File: src/core/serial_port_status_pkg.sv
// Constants for the serial port status flag bank
package serial_port_status_pkg;
  localparam int ADDR_W = 4;
  localparam int DATA_W = 16;
  localparam int NPORT  = 2;
  // Register word offsets
  localparam logic [3:0] ADDR_STAT_A   = 4'h0;
  localparam logic [3:0] ADDR_STAT_B   = 4'h1;
  localparam logic [3:0] ADDR_ERRCODE1 = 4'h2;
  localparam logic [3:0] ADDR_ERRCODE2 = 4'h3;
  localparam logic [3:0] ADDR_IRQ_STAT = 4'h4;
  localparam logic [3:0] ADDR_IRQ_MASK = 4'h5;
  // Status word A bit positions
  localparam int A_AUX1_MODE  = 2;
  localparam int A_PRINT_BUSY = 3;
  localparam int A_EDIT_RUN   = 4;
  localparam int A_AUX1_ERR   = 7;
  localparam int A_AUX1_RX    = 8;
  localparam int A_AUX1_TX    = 9;
  localparam int A_TOOL_RX    = 14;
  localparam int A_TOOL_TX    = 15;
  // Status word B bit positions
  localparam int B_TOOL_MODE  = 0;
  localparam int B_AUX1_LINK  = 1;
  localparam int B_AUX2_MODE  = 2;
  localparam int B_AUX1_RDY   = 4;
  localparam int B_AUX1_EEND  = 5;
  localparam int B_AUX2_ERR   = 7;
  localparam int B_AUX2_RX    = 8;
  localparam int B_AUX2_TX    = 9;
  localparam int B_AUX2_RDY   = 10;
  localparam int B_AUX2_EEND  = 11;
  // Interrupt status bits: per aux port base + offset, then tool and edit
  localparam int IRQ_PORT_STRIDE = 4;
  localparam int IRQ_RX   = 0;
  localparam int IRQ_TX   = 1;
  localparam int IRQ_ERR  = 2;
  localparam int IRQ_EEND = 3;
  localparam int IRQ_TOOL_RX = 8;
  localparam int IRQ_TOOL_TX = 9;
  localparam int IRQ_EDIT    = 10;
  localparam int IRQ_W       = 11;
  // Reset values
  localparam logic [DATA_W-1:0] RST_ERRCODE = 16'h0000;
  localparam logic [IRQ_W-1:0]  RST_MASK    = 11'h000;
  // First aux port function select
  localparam logic [1:0] FUNC_GENERAL = 2'h0;
  localparam logic [1:0] FUNC_HOST    = 2'h1;
  localparam logic [1:0] FUNC_LINK    = 2'h2;
  typedef enum logic [2:0] {
    EDIT_IDLE  = 3'b001,
    EDIT_ARMED = 3'b010,
    EDIT_SHOW  = 3'b100
  } edit_state_t;
endpackage

File: src/core/serial_port_status_flags.sv
// Status flag bank for two auxiliary serial ports and the tool port
`timescale 1ns/1ps
module serial_port_status_flags
  import serial_port_status_pkg::*;
(
  input  wire logic              mclk_i,
  input  wire logic              rstn_i,
  // Register port
  input  wire logic [ADDR_W-1:0] addr_i,
  input  wire logic [DATA_W-1:0] wdata_i,
  input  wire logic              wr_i,
  input  wire logic              rd_i,
  output logic      [DATA_W-1:0] rdata_o,
  output logic                   irq_o,
  // Controller scan and run state
  input  wire logic              scan_start_i,
  input  wire logic              run_rewrite_done_i,
  input  wire logic              print_active_i,
  // Port function selection
  input  wire logic [1:0]        aux1_func_i,
  input  wire logic              aux2_general_i,
  input  wire logic              tool_general_i,
  // Aux port events, index 0 = first aux port
  input  wire logic [NPORT-1:0]  tx_error_i,
  input  wire logic [NPORT-1:0]  msg_tx_req_i,
  input  wire logic [NPORT-1:0]  rx_term_i,
  input  wire logic [NPORT-1:0]  rx_rearm_i,
  input  wire logic [NPORT-1:0]  tx_complete_i,
  input  wire logic [NPORT-1:0]  tx_req_i,
  input  wire logic [NPORT-1:0]  remote_busy_i,
  input  wire logic [NPORT-1:0]  remote_start_i,
  input  wire logic [NPORT-1:0]  remote_error_i,
  input  wire logic [DATA_W-1:0] remote_err_code1_i,
  input  wire logic [DATA_W-1:0] remote_err_code2_i,
  // Tool port events
  input  wire logic              tool_rx_term_i,
  input  wire logic              tool_rx_rearm_i,
  input  wire logic              tool_tx_complete_i,
  input  wire logic              tool_tx_req_i
);

  // ----------------------------------------------------------------
  // Decoding
  // ----------------------------------------------------------------
  function automatic logic hit(input logic [ADDR_W-1:0] a, input logic [3:0] off);
    hit = (a == off);
  endfunction

  // Sticky flag: set wins over clear so a same-cycle event is kept
  function automatic logic sticky(input logic cur, input logic set, input logic clr);
    sticky = set | (cur & ~clr);
  endfunction

  // ----------------------------------------------------------------
  // Mode and level flags
  // ----------------------------------------------------------------
  logic             aux1_mode_reg,  aux1_mode_next;
  logic             aux1_link_reg,  aux1_link_next;
  logic             aux2_mode_reg,  aux2_mode_next;
  logic             tool_mode_reg,  tool_mode_next;
  logic             print_busy_reg, print_busy_next;
  logic [NPORT-1:0] port_gp;

  assign port_gp = {aux2_mode_reg, aux1_mode_reg};

  always_comb begin
    aux1_mode_next  = (aux1_func_i == FUNC_GENERAL);
    aux1_link_next  = (aux1_func_i == FUNC_LINK);
    aux2_mode_next  = aux2_general_i;
    tool_mode_next  = tool_general_i;
    print_busy_next = print_active_i;
  end

  always_ff @(posedge mclk_i) begin
    if (!rstn_i) begin
      aux1_mode_reg  <= 1'b0;
      aux1_link_reg  <= 1'b0;
      aux2_mode_reg  <= 1'b0;
      tool_mode_reg  <= 1'b0;
      print_busy_reg <= 1'b0;
    end else begin
      aux1_mode_reg  <= aux1_mode_next;
      aux1_link_reg  <= aux1_link_next;
      aux2_mode_reg  <= aux2_mode_next;
      tool_mode_reg  <= tool_mode_next;
      print_busy_reg <= print_busy_next;
    end
  end

  // ----------------------------------------------------------------
  // Edit-in-run one-scan flag
  // ----------------------------------------------------------------
  edit_state_t edit_state_reg, edit_state_next;
  logic        edit_again_reg, edit_again_next;

  always_comb begin
    edit_state_next = edit_state_reg;
    edit_again_next = 1'b0;
    case (edit_state_reg)
      EDIT_IDLE: begin
        if (run_rewrite_done_i) begin
          edit_state_next = EDIT_ARMED;
        end
      end
      EDIT_ARMED: begin
        if (scan_start_i) begin
          edit_state_next = EDIT_SHOW;
        end
      end
      EDIT_SHOW: begin
        // A rewrite inside the shown scan earns the following scan as well
        if (scan_start_i) begin
          if (run_rewrite_done_i || edit_again_reg) begin
            edit_state_next = EDIT_SHOW;
          end else begin
            edit_state_next = EDIT_IDLE;
          end
        end else begin
          edit_again_next = edit_again_reg | run_rewrite_done_i;
        end
      end
      default: edit_state_next = EDIT_IDLE;
    endcase
  end

  always_ff @(posedge mclk_i) begin
    if (!rstn_i) begin
      edit_state_reg <= EDIT_IDLE;
      edit_again_reg <= 1'b0;
    end else begin
      edit_state_reg <= edit_state_next;
      edit_again_reg <= edit_again_next;
    end
  end

  logic edit_flag;
  logic edit_rise;
  assign edit_flag = (edit_state_reg == EDIT_SHOW);
  assign edit_rise = (edit_state_next == EDIT_SHOW) && (edit_state_reg != EDIT_SHOW);

  // ----------------------------------------------------------------
  // Per aux port event flags
  // ----------------------------------------------------------------
  logic [NPORT-1:0] err_reg,  err_next;
  logic [NPORT-1:0] rx_reg,   rx_next;
  logic [NPORT-1:0] tx_reg,   tx_next;
  logic [NPORT-1:0] rdy_reg,  rdy_next;
  logic [NPORT-1:0] eend_reg, eend_next;
  logic [DATA_W-1:0] errcode_reg  [NPORT];
  logic [DATA_W-1:0] errcode_next [NPORT];
  logic [DATA_W-1:0] err_code_in  [NPORT];
  logic [NPORT-1:0] rx_set, tx_set;

  assign err_code_in[0] = remote_err_code1_i;
  assign err_code_in[1] = remote_err_code2_i;

  // Flags follow events at once, not at scan boundaries
  genvar p;
  generate
    for (p = 0; p < NPORT; p++) begin : g_port
      assign rx_set[p] = rx_term_i[p] & port_gp[p];
      assign tx_set[p] = tx_complete_i[p] & port_gp[p];
      always_comb begin
        err_next[p]  = sticky(err_reg[p], tx_error_i[p], msg_tx_req_i[p]);
        rx_next[p]   = sticky(rx_reg[p], rx_set[p], rx_rearm_i[p]);
        tx_next[p]   = sticky(tx_reg[p], tx_set[p], tx_req_i[p] & port_gp[p]);
        rdy_next[p]  = ~remote_busy_i[p];
        eend_next[p] = sticky(eend_reg[p], remote_error_i[p], remote_start_i[p]);
        errcode_next[p] = remote_error_i[p] ? err_code_in[p] : errcode_reg[p];
      end
      always_ff @(posedge mclk_i) begin
        if (!rstn_i) begin
          err_reg[p]     <= 1'b0;
          rx_reg[p]      <= 1'b0;
          tx_reg[p]      <= 1'b0;
          rdy_reg[p]     <= 1'b1;
          eend_reg[p]    <= 1'b0;
          errcode_reg[p] <= RST_ERRCODE;
        end else begin
          err_reg[p]     <= err_next[p];
          rx_reg[p]      <= rx_next[p];
          tx_reg[p]      <= tx_next[p];
          rdy_reg[p]     <= rdy_next[p];
          eend_reg[p]    <= eend_next[p];
          errcode_reg[p] <= errcode_next[p];
        end
      end
    end
  endgenerate

  // ----------------------------------------------------------------
  // Tool port event flags
  // ----------------------------------------------------------------
  logic tool_rx_reg, tool_rx_next;
  logic tool_tx_reg, tool_tx_next;
  logic tool_rx_set, tool_tx_set;

  assign tool_rx_set = tool_rx_term_i & tool_mode_reg;
  assign tool_tx_set = tool_tx_complete_i & tool_mode_reg;

  always_comb begin
    tool_rx_next = sticky(tool_rx_reg, tool_rx_set, tool_rx_rearm_i);
    tool_tx_next = sticky(tool_tx_reg, tool_tx_set, tool_tx_req_i & tool_mode_reg);
  end

  always_ff @(posedge mclk_i) begin
    if (!rstn_i) begin
      tool_rx_reg <= 1'b0;
      tool_tx_reg <= 1'b0;
    end else begin
      tool_rx_reg <= tool_rx_next;
      tool_tx_reg <= tool_tx_next;
    end
  end

  // ----------------------------------------------------------------
  // Status words, unused positions stay zero
  // ----------------------------------------------------------------
  logic [DATA_W-1:0] stat_a, stat_b;

  always_comb begin
    stat_a = '0;
    stat_a[A_AUX1_MODE]  = aux1_mode_reg;
    stat_a[A_PRINT_BUSY] = print_busy_reg;
    stat_a[A_EDIT_RUN]   = edit_flag;
    stat_a[A_AUX1_ERR]   = err_reg[0];
    stat_a[A_AUX1_RX]    = rx_reg[0];
    stat_a[A_AUX1_TX]    = tx_reg[0];
    stat_a[A_TOOL_RX]    = tool_rx_reg;
    stat_a[A_TOOL_TX]    = tool_tx_reg;
    stat_b = '0;
    stat_b[B_TOOL_MODE]  = tool_mode_reg;
    stat_b[B_AUX1_LINK]  = aux1_link_reg;
    stat_b[B_AUX2_MODE]  = aux2_mode_reg;
    stat_b[B_AUX1_RDY]   = rdy_reg[0];
    stat_b[B_AUX1_EEND]  = eend_reg[0];
    stat_b[B_AUX2_ERR]   = err_reg[1];
    stat_b[B_AUX2_RX]    = rx_reg[1];
    stat_b[B_AUX2_TX]    = tx_reg[1];
    stat_b[B_AUX2_RDY]   = rdy_reg[1];
    stat_b[B_AUX2_EEND]  = eend_reg[1];
  end

  // ----------------------------------------------------------------
  // Interrupt status and mask
  // ----------------------------------------------------------------
  logic [IRQ_W-1:0] irq_stat_reg, irq_stat_next;
  logic [IRQ_W-1:0] irq_mask_reg, irq_mask_next;
  logic [IRQ_W-1:0] irq_evt;
  logic             irq_reg, irq_next;
  logic             stat_rd;

  always_comb begin
    irq_evt = '0;
    for (int i = 0; i < NPORT; i++) begin
      irq_evt[i*IRQ_PORT_STRIDE + IRQ_RX]   = rx_set[i] & ~rx_reg[i];
      irq_evt[i*IRQ_PORT_STRIDE + IRQ_TX]   = tx_set[i] & ~tx_reg[i];
      irq_evt[i*IRQ_PORT_STRIDE + IRQ_ERR]  = tx_error_i[i] & ~err_reg[i];
      irq_evt[i*IRQ_PORT_STRIDE + IRQ_EEND] = remote_error_i[i] & ~eend_reg[i];
    end
    irq_evt[IRQ_TOOL_RX] = tool_rx_set & ~tool_rx_reg;
    irq_evt[IRQ_TOOL_TX] = tool_tx_set & ~tool_tx_reg;
    irq_evt[IRQ_EDIT]    = edit_rise;
  end

  assign stat_rd = rd_i & hit(addr_i, ADDR_IRQ_STAT);

  always_comb begin
    // Event in the reading cycle survives the clear
    irq_stat_next = irq_evt | (stat_rd ? '0 : irq_stat_reg);
    irq_mask_next = irq_mask_reg;
    if (wr_i && hit(addr_i, ADDR_IRQ_MASK)) begin
      irq_mask_next = wdata_i[IRQ_W-1:0];
    end
    irq_next = |(irq_stat_next & irq_mask_next);
  end

  always_ff @(posedge mclk_i) begin
    if (!rstn_i) begin
      irq_stat_reg <= '0;
      irq_mask_reg <= RST_MASK;
      irq_reg      <= 1'b0;
    end else begin
      irq_stat_reg <= irq_stat_next;
      irq_mask_reg <= irq_mask_next;
      irq_reg      <= irq_next;
    end
  end

  assign irq_o = irq_reg;

  // ----------------------------------------------------------------
  // Read path; writes other than the mask are dropped
  // ----------------------------------------------------------------
  logic [DATA_W-1:0] rdata_reg, rdata_next;

  always_comb begin
    rdata_next = '0;
    if (rd_i) begin
      case (addr_i)
        ADDR_STAT_A:   rdata_next = stat_a;
        ADDR_STAT_B:   rdata_next = stat_b;
        ADDR_ERRCODE1: rdata_next = errcode_reg[0];
        ADDR_ERRCODE2: rdata_next = errcode_reg[1];
        ADDR_IRQ_STAT: rdata_next = {{(DATA_W-IRQ_W){1'b0}}, irq_stat_reg};
        ADDR_IRQ_MASK: rdata_next = {{(DATA_W-IRQ_W){1'b0}}, irq_mask_reg};
        default:       rdata_next = '0;
      endcase
    end
  end

  always_ff @(posedge mclk_i) begin
    if (!rstn_i) begin
      rdata_reg <= '0;
    end else begin
      rdata_reg <= rdata_next;
    end
  end

  assign rdata_o = rdata_reg;

endmodule

File: config.mk
export PLATFORM = sky130hd
export DESIGN_NAME = serial_port_status_flags
export DESIGN_NICKNAME = d
export VERILOG_FILES = /design/src/core/serial_port_status_pkg.sv /design/src/core/serial_port_status_flags.sv
export SDC_FILE = /design/constraint.sdc
export NUM_CORES = 1
export LEC_CHECK = 0
export BUFFER_PORTS_ARGS = -buffer_cell sky130_fd_sc_hd__clkbuf_2
export CAP_MARGIN = 20
export CORE_MARGIN = 5
export CORE_UTILIZATION = 55
export CTS_CLUSTER_DIAMETER = 30
export DETAILED_ROUTE_END_ITERATION = 8
export GPL_TIMING_DRIVEN = 0
export HOLD_SLACK_MARGIN = 0.08
export PLACE_DENSITY = 0.83
export SETUP_SLACK_MARGIN = 0.4
export SYNTH_ARGS = -nofsm -noshare
export SYNTH_HDL_FRONTEND = slang
export SYNTH_SLANG_ARGS = --single-unit
File: constraint.sdc
create_clock -name mclk_i -period 6.7 [get_ports mclk_i]
set_input_delay 2.01 -clock mclk_i [delete_from_list [all_inputs] [get_ports mclk_i]]
set_output_delay 2.01 -clock mclk_i [all_outputs]
set_load 0.05 [all_outputs]
After elaboration in Yosys (flattened, before gate mapping)
Memory sizes are Yosys's and may differ from the RTL's.
Index checks and enable logic that the tools add are counted.
Cells by class
  reduce and logical (&&, ||, !) cells: 8
  eq/ne operators: 11
  bitwise operators: 69
  muxes and demuxes: 14
Operators by type and width (number)
  16-bit one-hot mux with 6 select lines: 1
  16-bit 2-to-1 mux: 4
  1-bit bitwise AND: 30
  1-bit inverter: 24
  11-bit 2-to-1 mux: 2
  1-bit OR: 13
  3-bit 2-to-1 mux: 4
  11-bit bitwise AND: 1
  11-bit OR: 1
  11-bit OR reduction: 1
  3-bit one-hot mux with 3 select lines: 1
  4-bit by 2-bit equality test with 1-bit output (second input constant): 2
  4-bit by 3-bit equality test with 1-bit output (second input constant): 2
  3-bit equality test (second input constant): 2
  4-bit by 1-bit equality test with 1-bit output (second input constant): 1
  4-bit logical NOT: 1
  3-bit by 1-bit equality test with 1-bit output (second input constant): 1
  3-bit by 2-bit equality test with 1-bit output (second input constant): 1
  3-bit != test (second input constant): 1
  3-bit OR reduction: 1
  2-bit equality test (second input constant): 1
  1-bit logical AND: 2
  2-bit logical NOT: 1
  1-bit 2-to-1 mux: 2
  other kinds (2): 2
Storage, ports and cells
  input bits: 85
  output and inout port bits: 17
  memories kept: 1
  register bits: 60
  bits in writable memories: 32
  word-level logic and storage cells: 126
Memory list
  errcode_reg: words 2, width 16, read ports 2, clocked after Yosys merged registers in 0, wr ports 2, line serial_port_status_flags.sv:149  | logic [DATA_W-1:0] errcode_reg [NPORT];

Longest topological paths before layout
Gate-level depths: netlist of run 1.
  depth after elaboration: 9
  gate-level depth with buffers: 7
  depth with buffers taken out: 5

Least setup slack after synthesis of run 1
OpenSTA, ideal clock, no wires.
  path kind: input-to-reg
  start point: input port addr_i[1]
  end point: register irq_reg (netlist: irq_o)
  cell stages on the path: 7
  buffers on the path: 2
  required time: 6.568 ns
  setup time: 0.132 ns
  data arrival time: 3.374 ns
  setup slack: 3.193 ns
  cells stage by stage: buf_6 or4b_1 buf_2 o21ai_1 a22oi_1 nor4_1 a31oi_1
Between the ends
  word-level cells in the longest chain between the ends: 6
  elaborated cells between the ends (all ways): 9
  those cells by class: eq/ne (2); mux (2); bitwise (3); reduce/logical (2)
Ends and longest elaborated chain
  from (decl): line serial_port_status_flags.sv:9  | input wire logic [ADDR_W-1:0] addr_i,
  4-bit by 3-bit equality test with 1-bit output: line serial_port_status_flags.sv:46  | hit = (a == off);
  1-bit bitwise AND: line serial_port_status_flags.sv:266  | assign stat_rd = rd_i & hit(addr_i, ADDR_IRQ_STAT);
  11-bit 2-to-1 mux: line serial_port_status_flags.sv:270  | irq_stat_next = irq_evt | (stat_rd ? '0 : irq_stat_reg);
  11-bit OR: line serial_port_status_flags.sv:270
  11-bit bitwise AND *: line serial_port_status_flags.sv:275  | irq_next = |(irq_stat_next & irq_mask_next);
  11-bit OR reduction *: line serial_port_status_flags.sv:275
  to (signal assigned): line serial_port_status_flags.sv:286  | irq_reg <= irq_next;
  to (decl): line serial_port_status_flags.sv:250  | logic irq_reg, irq_next;
Every way passes the cells marked *; elsewhere a longest branch is shown, timed or not.
A chain may end at the register's enable or synchronous reset.

Worst setup path in the final report of run 1
  start point: input port addr_i[0]
  end point: register rdata_reg[10] (netlist: rdata_o[10])
Between the ends
  word-level cells in the longest chain between the ends: 2
  elaborated cells between the ends (all ways): 7
  those cells by class: eq/ne (5); mux (1); reduce/logical (1)
Ends and longest elaborated chain
  4-bit by 3-bit equality test with 1-bit output (tied with other cells): line serial_port_status_flags.sv:300  | case (addr_i)
  16-bit one-hot mux with 6 select lines *: line serial_port_status_flags.sv:300
  to (signal assigned): line serial_port_status_flags.sv:316  | rdata_reg <= rdata_next;
  to (decl): line serial_port_status_flags.sv:295  | logic [DATA_W-1:0] rdata_reg, rdata_next;
Marked as above.

==> results of run 1 <==
-- power groups by stage --
stage          clock [mW]  combinational [mW]  sequential [mW]
2_1_floorplan           0              0.0571            0.593
3_3_place_gp            0              0.0978            0.594
3_5_place_dp            0               0.100            0.595
4_1_cts             0.418               0.101            0.582
5_1_grt             0.444               0.112            0.585
6_report            0.417               0.102            0.583
-- routing by layer --
metal / GRT usage [%] / up-vias
li1: - / 1580
met1: 32.3 / 1574
met2: 39.3 / 195
met3: 6.25 / 34
met4: 11.0 / 0
met5: 0 / -
-- stage by stage --
step | total power, mW | cell area, sq um
floorplan | 0.650 | 3580
detailed placement | 0.695 | 4130
CTS | 1.10 | 4360
global route | 1.14 | 4360
finish | 1.10 | 4360
global placement | 0.692 | 4130
-- how the worst min path moves through the flow --
stage | startpoint | end | slack, ns | cells past startpoint
after detailed placement | errcode_reg[0][6] | rdata_o[6] | 0.45 | 2
after global routing | errcode_reg[0][6] | rdata_o[6] | 0.48 | 2
final | errcode_reg[0][6] | rdata_o[6] | 0.46 | 2
after global placement | errcode_reg[0][6] | rdata_o[6] | 0.45 | 2
after CTS | errcode_reg[0][6] | rdata_o[6] | 0.46 | 2
after floorplan | errcode_reg[0][6] | rdata_o[6] | 0.43 | 2
-- kinds of logic after synthesis --
group | share of synthesized area (%)
AO/OA/AOI/OAI | 20.3
AND/OR/NAND/NOR | 15.4
flip-flops | 51.5
buffers and inverters | 3.81
multiplexers | 8.95
-- cell usage in the layout (no fill, tap or decap), types with 4 or more instances in the layout --
cell	instances
nand2_1	17
a222oi_1	9
clkbuf_8	10
o21ai_1	5
buf_2	4
mux2i_1	32
a22oi_1	30
a21oi_1	38
nor2_1	44
a31oi_1	6
inv_1	6
clkbuf_1	18
or2_2	6
nand2b_1	8
clkbuf_2	90
o21ai_0	17
nand3_1	11
dfxtp_1	92
-- cell type report --
class	count	area, sq um
buffer	26	110
clock buffer	10	138
clock inverter	6	87.6
fill	507	1990
inverter	7	26.3
multi-input combinational	254	1610
sequential	92	1840
tap	77	96.3
timing repair buffer	90	450
-- critical path: stages --
cell and delay [ns]:
clkbuf_2 0.15, nor4b_1 0.73, clkbuf_1 0.52, a222oi_1 0.25, a21oi_1 0.26
==> impl_metrics.ini, run 1 <==
[outcome]
status = finished, final reports clean

[worst_setup_path]
crit_path_start_kind = input port
worstPathArrival_ns = 3.93
timing.rr.end = irq_o
rrSetupSlack_ns = 5.22
end_kind = flip-flop
setup.worst_path.end = rdata_o[10]
critPathKind = in2reg
reg2reg_from = aux1_mode_reg
cp_max_fo = 10
r2r_cells = 5
critical_path_required_ns = 6.98
critPathLaunch = addr_i[0]

[pwr]
intPower_uw = 833
p_clk_share_pct = 37.9
leakage_nw = 1.79
pwr-share-seq_pct = 52.9
powerDensity_nw_per_um2 = 253
pwr-share-comb_pct = 9.2
swShare_pct = 24.4
peakVddDrop_uv = 174
p_switching_uw = 269

[timing]
relSlewSlack_pct = 19.5
fin_setup_tns_ns = 0
worstMarginPinSlew_ns = 1.20
timing.fmax_ghz = 0.274
timing.hold.ws_ns = 0.456
fin_skew_ns = 0.00619
fin_crit_sh_pct = 54.6
final-setup-viol-count = 0
hold_viol_final = 0
rsz0062_at_grt = no
finalWorstSetupSlack_ns = 3.04
maxSlewViolCount = 0
fin_crit_ns = 3.66

[routing]
wl_met2_mm = 4.73
wl_per_cell_microns = 18.0
wirelength_mm = 10.1
drc = 0
vias_per_cell = 6.02
firstDrtPassIters = 6
wl_met3_microns = 971
topRoutingLayerUsed = met4
drtIter0Drc = 393
wl_met1_mm = 4.17
ant_nets = 0
num_vias = 3383

[yosys]
yosys-top-cells-area = dfxtp_1 51%, mux2i_1 9.0%, a22oi_1 6.3%
synthDistinctLibCells = 37
syn_nets = 464
avgSynthCellArea_sq_um = 9.44
synthArstFlopShare_pct = 0
synth-seq-cells = 92
yosysMostFrequentCell = dfxtp_1
yosys-top-cells-count = 92 x dfxtp_1, 44 x nor2_1, 38 x a21oi_1
synth_edf_count = 0
yosysWarnings = 0
synth_seq_area_share_pct = 51.5
syn_area_sq_um = 3580
synthFlopType = dfxtp_1
syn_inst = 379
yosys.area.top_type_share_pct = 51.5
synth_top_area_cell = dfxtp_1

[floorplan]
pin_count = 102
placeableCoreArea_sq_um = 6350
die_w_microns = 90.7
rows = 29
die_y_microns = 90.7
die_area_sq_um = 8220
start_util_pct = 56.4

[hold_path]
hp-class = reg2reg

[cts]
postCtsSetupBuffers = 0
cts.reportedPaths.clkPinSlew_ns = 0.09
cts_root_buf = clkbuf_8
clock-sinks = 92
cts_tree = yes
holdBufCountCts = 0
cts_resized = 0
clock_path_buffers = 2
clock_latency_ns = 0.36
cts_made_buffers = 9
h-tree-depth = 3

[place]
dp.cells = 546
place.gp.congestion = 0.879
pre_cts_ws_ns = 2.84
portBuffers = 90
hpwl_mm = 7.39

[flow_run]
maxCapViolCount = 0

[finish]
syn2layout_area_growth_pct = 21.7
fin_cells = 562
n_antenna_cell = 0
finalNetCount = 565
layout-drive-gt1-share_pct = 24.9
post-route-util_pct = 68.6
largest_register_ff_count = 32

[global_routing]
grt_pass1_wl_mm = 16.4
grt-ovfl-total = 0
track_usage_pct = 25.0
grt_pass1_vias = 3467
antenna_found_initial = 0
grt_max_degree = 16
(Power assumes the default switching activity.)
==> inputs of run 2 (changes only) <==
CORE_UTILIZATION = 51   (was 55)
PLACE_DENSITY = 0.78   (was 0.83)
clock period = 3.6 ns   (was 6.7 ns; I/O delays follow)
==> run 2 against run 1 <==
Compared with the run above:
- final area down 0.37%
- via count down 1.1%
- clock power up 48%
- first-iteration DRC count down 17%
- clock skew down 0.0027 ns
- critical path type unchanged
==> impl_metrics.ini, run 2 (synthesized netlist as in run 1, its figures left out) <==
[timing]
fin_crit_ns = 2.65
timing.fmax_ghz = 0.378
worstMarginPinSlew_ns = 0.833
hold_viol_final = 0
rsz0062_at_grt = no
fin_setup_tns_ns = 0
final-setup-viol-count = 0
relSlewSlack_pct = 44.3
maxSlewViolCount = 0
fin_crit_sh_pct = 73.5
timing.hold.ws_ns = 0.464
fin_skew_ns = 0.00352
finalWorstSetupSlack_ns = 0.953

[cts]
postCtsSetupBuffers = 0
clock-sinks = 92
cts_tree = yes
h-tree-depth = 3
clock_path_buffers = 2
holdBufCountCts = 0
clock_latency_ns = 0.34
cts.reportedPaths.clkPinSlew_ns = 0.08
cts_made_buffers = 9
cts_resized = 0
cts_root_buf = clkbuf_8

[finish]
syn2layout_area_growth_pct = 21.3
final_area_sq_um = 4340
layout.cells.most_common_list = 92 x dfxtp_1, 90 x clkbuf_2, 44 x nor2_1
fin_cells = 582
fillerInstances = 585
layout-drive-gt1-share_pct = 24.5
multiInputGateArea_sq_um = 1610
finalNetCount = 567
layout_commonest_cell = dfxtp_1
largest_register_ff_count = 32
post-route-util_pct = 63.9
register_area_sq_um = 1840
n_antenna_cell = 0

[worst_setup_path]
end_kind = flip-flop
worstPathArrival_ns = 2.85
critPathLaunch = addr_i[2]
rrSetupSlack_ns = 2.16
r2r_cells = 5
timing.rr.end = irq_o
cp_max_fo = 9
critPathKind = in2reg
reg2reg_from = aux1_mode_reg
crit_path_start_kind = input port
critical_path_required_ns = 3.80

[pwr]
pwr-share-comb_pct = 10.0
leakage_nw = 1.78
powerDensity_nw_per_um2 = 436
p_switching_uw = 463
pwr-share-seq_pct = 57.3
swShare_pct = 24.5
peakVddDrop_uv = 224
p_clk_share_pct = 32.6
total_power_mw = 1.89
intPower_mw = 1.43

[floorplan]
placeableCoreArea_sq_um = 6790
die_area_sq_um = 8790
pin_count = 102
rows = 30
start_util_pct = 52.7
die_w_microns = 93.8
die_y_microns = 93.8

[routing]
wl_per_cell_microns = 17.4
drc = 0
wirelength_mm = 10.1
vias_per_cell = 5.75
ant_nets = 0
num_vias = 3346
drtIter0Drc = 327
firstDrtPassIters = 6

[global_routing]
grt_pass1_vias = 3243
groute.layer.met3.usage_pct = 5.05
track_usage_pct = 23.3
antenna_found_initial = 0
grt_max_degree = 14
top_usage_layer = met2
grt-ovfl-total = 0
grt_pass1_wl_mm = 16.0
grtUsageMet2_pct = 36.3
grtUsageMet1_pct = 31.2

[hold_path]
hp-class = reg2reg
min_to = rdata_o[6]
hp-start = errcode_reg[0][6]
min_delay_path_depth = 2

[place]
dp.cells = 567
portBuffers = 90
hpwl_mm = 7.57
placedInstanceArea_sq_um = 4170
place.gp.congestion = 0.926
pre_cts_ws_ns = 0.699

[flow_run]
maxCapViolCount = 0

[outcome]
status = finished, final reports clean
[run 2: worst max-delay path by stage]
stage	endpoint	depth (start not counted)
2_1_floorplan	irq_o	7
3_3_place_gp	rdata_o[3]	4
3_5_place_dp	rdata_o[8]	5
4_1_cts	irq_o	7
5_1_grt	irq_o	6
6_report	irq_o	6
[run 2: critical path: stages]
cell and delay [ns]:
buf_2 0.19, nor4b_1 0.67, a21boi_0 0.29, a2bb2oi_1 0.20
nor3_1 0.27, a31oi_1 0.15
[run 2: layout make-up]
class,count,share of cell area [%]
plain buffers,26,2.54
clock buffers,14,3.75
repair buffers,92,10.7
well taps,96,2.77
inverters,7,0.605
flip-flops and latches,92,42.4
multi-input cells,254,37.0
clock inverters,1,0.173
[run 2: power groups by stage]
stage               sequential (mW)  clock, mW  combinational (mW)
floorplan                      1.10          0               0.106
global placement               1.11          0               0.182
detailed placement             1.11          0               0.187
CTS                            1.08      0.620               0.188
global route                   1.09      0.661               0.208
finish                         1.08      0.617               0.190
[run 2: metal layers]
layer  routed length, microns  vias up
met2                     4700      163
met5                        0        -
li1                         -     1585
met3                      896       22
met1                     4250     1576
met4                      265        0
==> inputs of run 3 (changes only) <==
ABC_AREA = 1   (was unset)
CORE_UTILIZATION = 52   (was 51)
clock period = 2.73 ns   (was 3.6 ns; I/O delays follow)
==> run 3 against run 2 <==
Compared with the run above:
- via count up 11%
- die area up 2.3%
- register-to-register slack worse by 0.68 ns
- sequential cell count unchanged
- clock skew up 0.0094 ns
- clock power up 69%
- setup slack worse by 0.19 ns
- cell count up 23%
- first-iteration DRC count down 34%
- count of clock-buffer cells in the layout down 5
- critical path type unchanged
==> impl_metrics.ini, run 3 <==
[yosys]
syn_area_sq_um = 3740
yosysMostFrequentCell = nand2_1
avgSynthCellArea_sq_um = 7.43
yosysWarnings = 0
yosys.area.top_type_share_pct = 49.2
synth_seq_area_share_pct = 49.2
yosys-top-cells-area = dfxtp_1 49%, nand2_1 10%, nor2_1 8.1%
synthDistinctLibCells = 34
syn_nets = 589
synth-seq-cells = 92
synth_top_area_cell = dfxtp_1
synth_edf_count = 0
yosys-top-cells-count = 104 x nand2_1, 92 x dfxtp_1, 81 x nor2_1
synthArstFlopShare_pct = 0
synthFlopType = dfxtp_1
syn_inst = 504

[finish]
layout.cells.most_common_list = 104 x nand2_1, 95 x clkbuf_2, 92 x dfxtp_1
layout_commonest_cell = nand2_1
register_area_sq_um = 1840
fillerInstances = 678
finalNetCount = 695
layout-drive-gt1-share_pct = 23.1
multiInputGateArea_sq_um = 1620
n_antenna_cell = 0
largest_register_ff_count = 32
syn2layout_area_growth_pct = 22.1

[worst_setup_path]
crit_path_start_kind = input port
end_kind = flip-flop
worstPathArrival_ns = 2.26
critPathKind = in2reg
cp_max_fo = 10
critical_path_required_ns = 3.01

[global_routing]
grt_max_degree = 18
track_usage_pct = 25.5
grt-ovfl-total = 0
grt_pass1_vias = 3689
antenna_found_initial = 0
grt_pass1_wl_mm = 17.6

[cts]
clock_latency_ns = 0.37
holdBufCountCts = 0
cts_resized = 0
h-tree-depth = 3
cts_root_buf = clkbuf_8
cts.reportedPaths.clkPinSlew_ns = 0.10
postCtsSetupBuffers = 0
clock_path_buffers = 2
cts_made_buffers = 9
clock-sinks = 92
cts_tree = yes

[timing]
fin_setup_tns_ns = 0
worstMarginPinSlew_ns = 0.572
maxSlewViolCount = 0
fin_skew_ns = 0.0129
final-setup-viol-count = 0
fin_crit_ns = 1.97
timing.hold.ws_ns = 0.474
hold_viol_final = 0
relSlewSlack_pct = 61.9
fin_crit_sh_pct = 72.2
timing.fmax_ghz = 0.507
rsz0062_at_grt = no

[routing]
wl_per_cell_microns = 15.1
firstDrtPassIters = 5
drtIter0Drc = 215
drc = 0
vias_per_cell = 5.21
ant_nets = 0
num_vias = 3721
wirelength_mm = 10.8

[pwr]
peakVddDrop_uv = 306
leakage_nw = 2.09
powerDensity_nw_per_um2 = 604
total_power_mw = 2.76

[floorplan]
placeableCoreArea_sq_um = 7140
die_y_microns = 94.9
rows = 31
start_util_pct = 52.5
die_w_microns = 94.9
pin_count = 102
die_area_sq_um = 9000

[outcome]
status = finished, final reports clean

[flow_run]
maxCapViolCount = 0

[place]
hpwl_mm = 8.20
place.gp.congestion = 0.893
portBuffers = 95

[hold_path]
hp-class = reg2reg
## run 3: logic make-up (layout without fill, tap and decap cells)
logic type             Yosys count  count (layout)  synth area share [%]
flip-flops                      92              92                  49.2
AO/OA/AOI/OAI                  107             107                  16.2
AND/OR/NAND/NOR                235             235                  27.1
buffers and inverters           70             181                  7.58
## run 3: power breakdown
| group | total (mW) | switching (mW) | internal, mW | leakage [nW] |
|---|---|---|---|---|
| combinational | 0.286 | 0.180 | 0.105 | 1.23 |
| sequential | 1.44 | 0.0328 | 1.40 | 0.756 |
| clock | 1.04 | 0.511 | 0.528 | 0.111 |
## run 3: worst max-delay path, cell delays in order
cell	delay [ns]
clkbuf_2	0.13
nor2_2	0.29
nand3_1	0.13
buf_2	0.22
nand2_1	0.11
nand2_1	0.06
nand2_1	0.07
nand2_1	0.07
nor2_1	0.16
nand3_1	0.09
nand2_1	0.07
inv_1	0.04
## run 3: cell type report
| type | count | share of cell area [%] |
|---|---|---|
| Sequential cell | 92 | 40.3 |
| Multi-Input combinational cell | 342 | 35.4 |
| Timing Repair Buffer | 95 | 10.4 |
| Inverter | 48 | 3.94 |
| Clock buffer | 9 | 2.71 |
| Tap cell | 99 | 2.71 |
| Buffer | 22 | 2.27 |
| Clock inverter | 7 | 2.24 |
## run 3: path summary, 6_finish.rpt
check	slack, ns	to	from	depth (start not counted)
min	0.47	tool_tx_reg	tool_tx_reg	2
max reg2reg	1.48	rdata_o[4]	edit_state_reg[2]	6
max	0.76	irq_o	addr_i[1]	12
min reg2reg	0.47	tool_tx_reg	tool_tx_reg	2
## run 3: metal layers
layer,global-route usage [%],vias up,share of wire [%]
met4,12.6,0,2.8
met5,0,-,0
met2,40.5,180,46
met1,33.4,1665,43
met3,4.54,27,8.3
li1,-,1849,-
## run 3: stage by stage
step	utilization (%)	worst slack [ns]	std cells	area (sq um)
3_5_place_dp	60.9	0.418	698	4340
4_1_cts	64.0	0.782	714	4570
6_report	64.0	0.758	714	4570
3_3_place_gp	60.9	0.423	698	4340
2_1_floorplan	-	0.897	504	3740
5_1_grt	64.0	0.624	714	4570
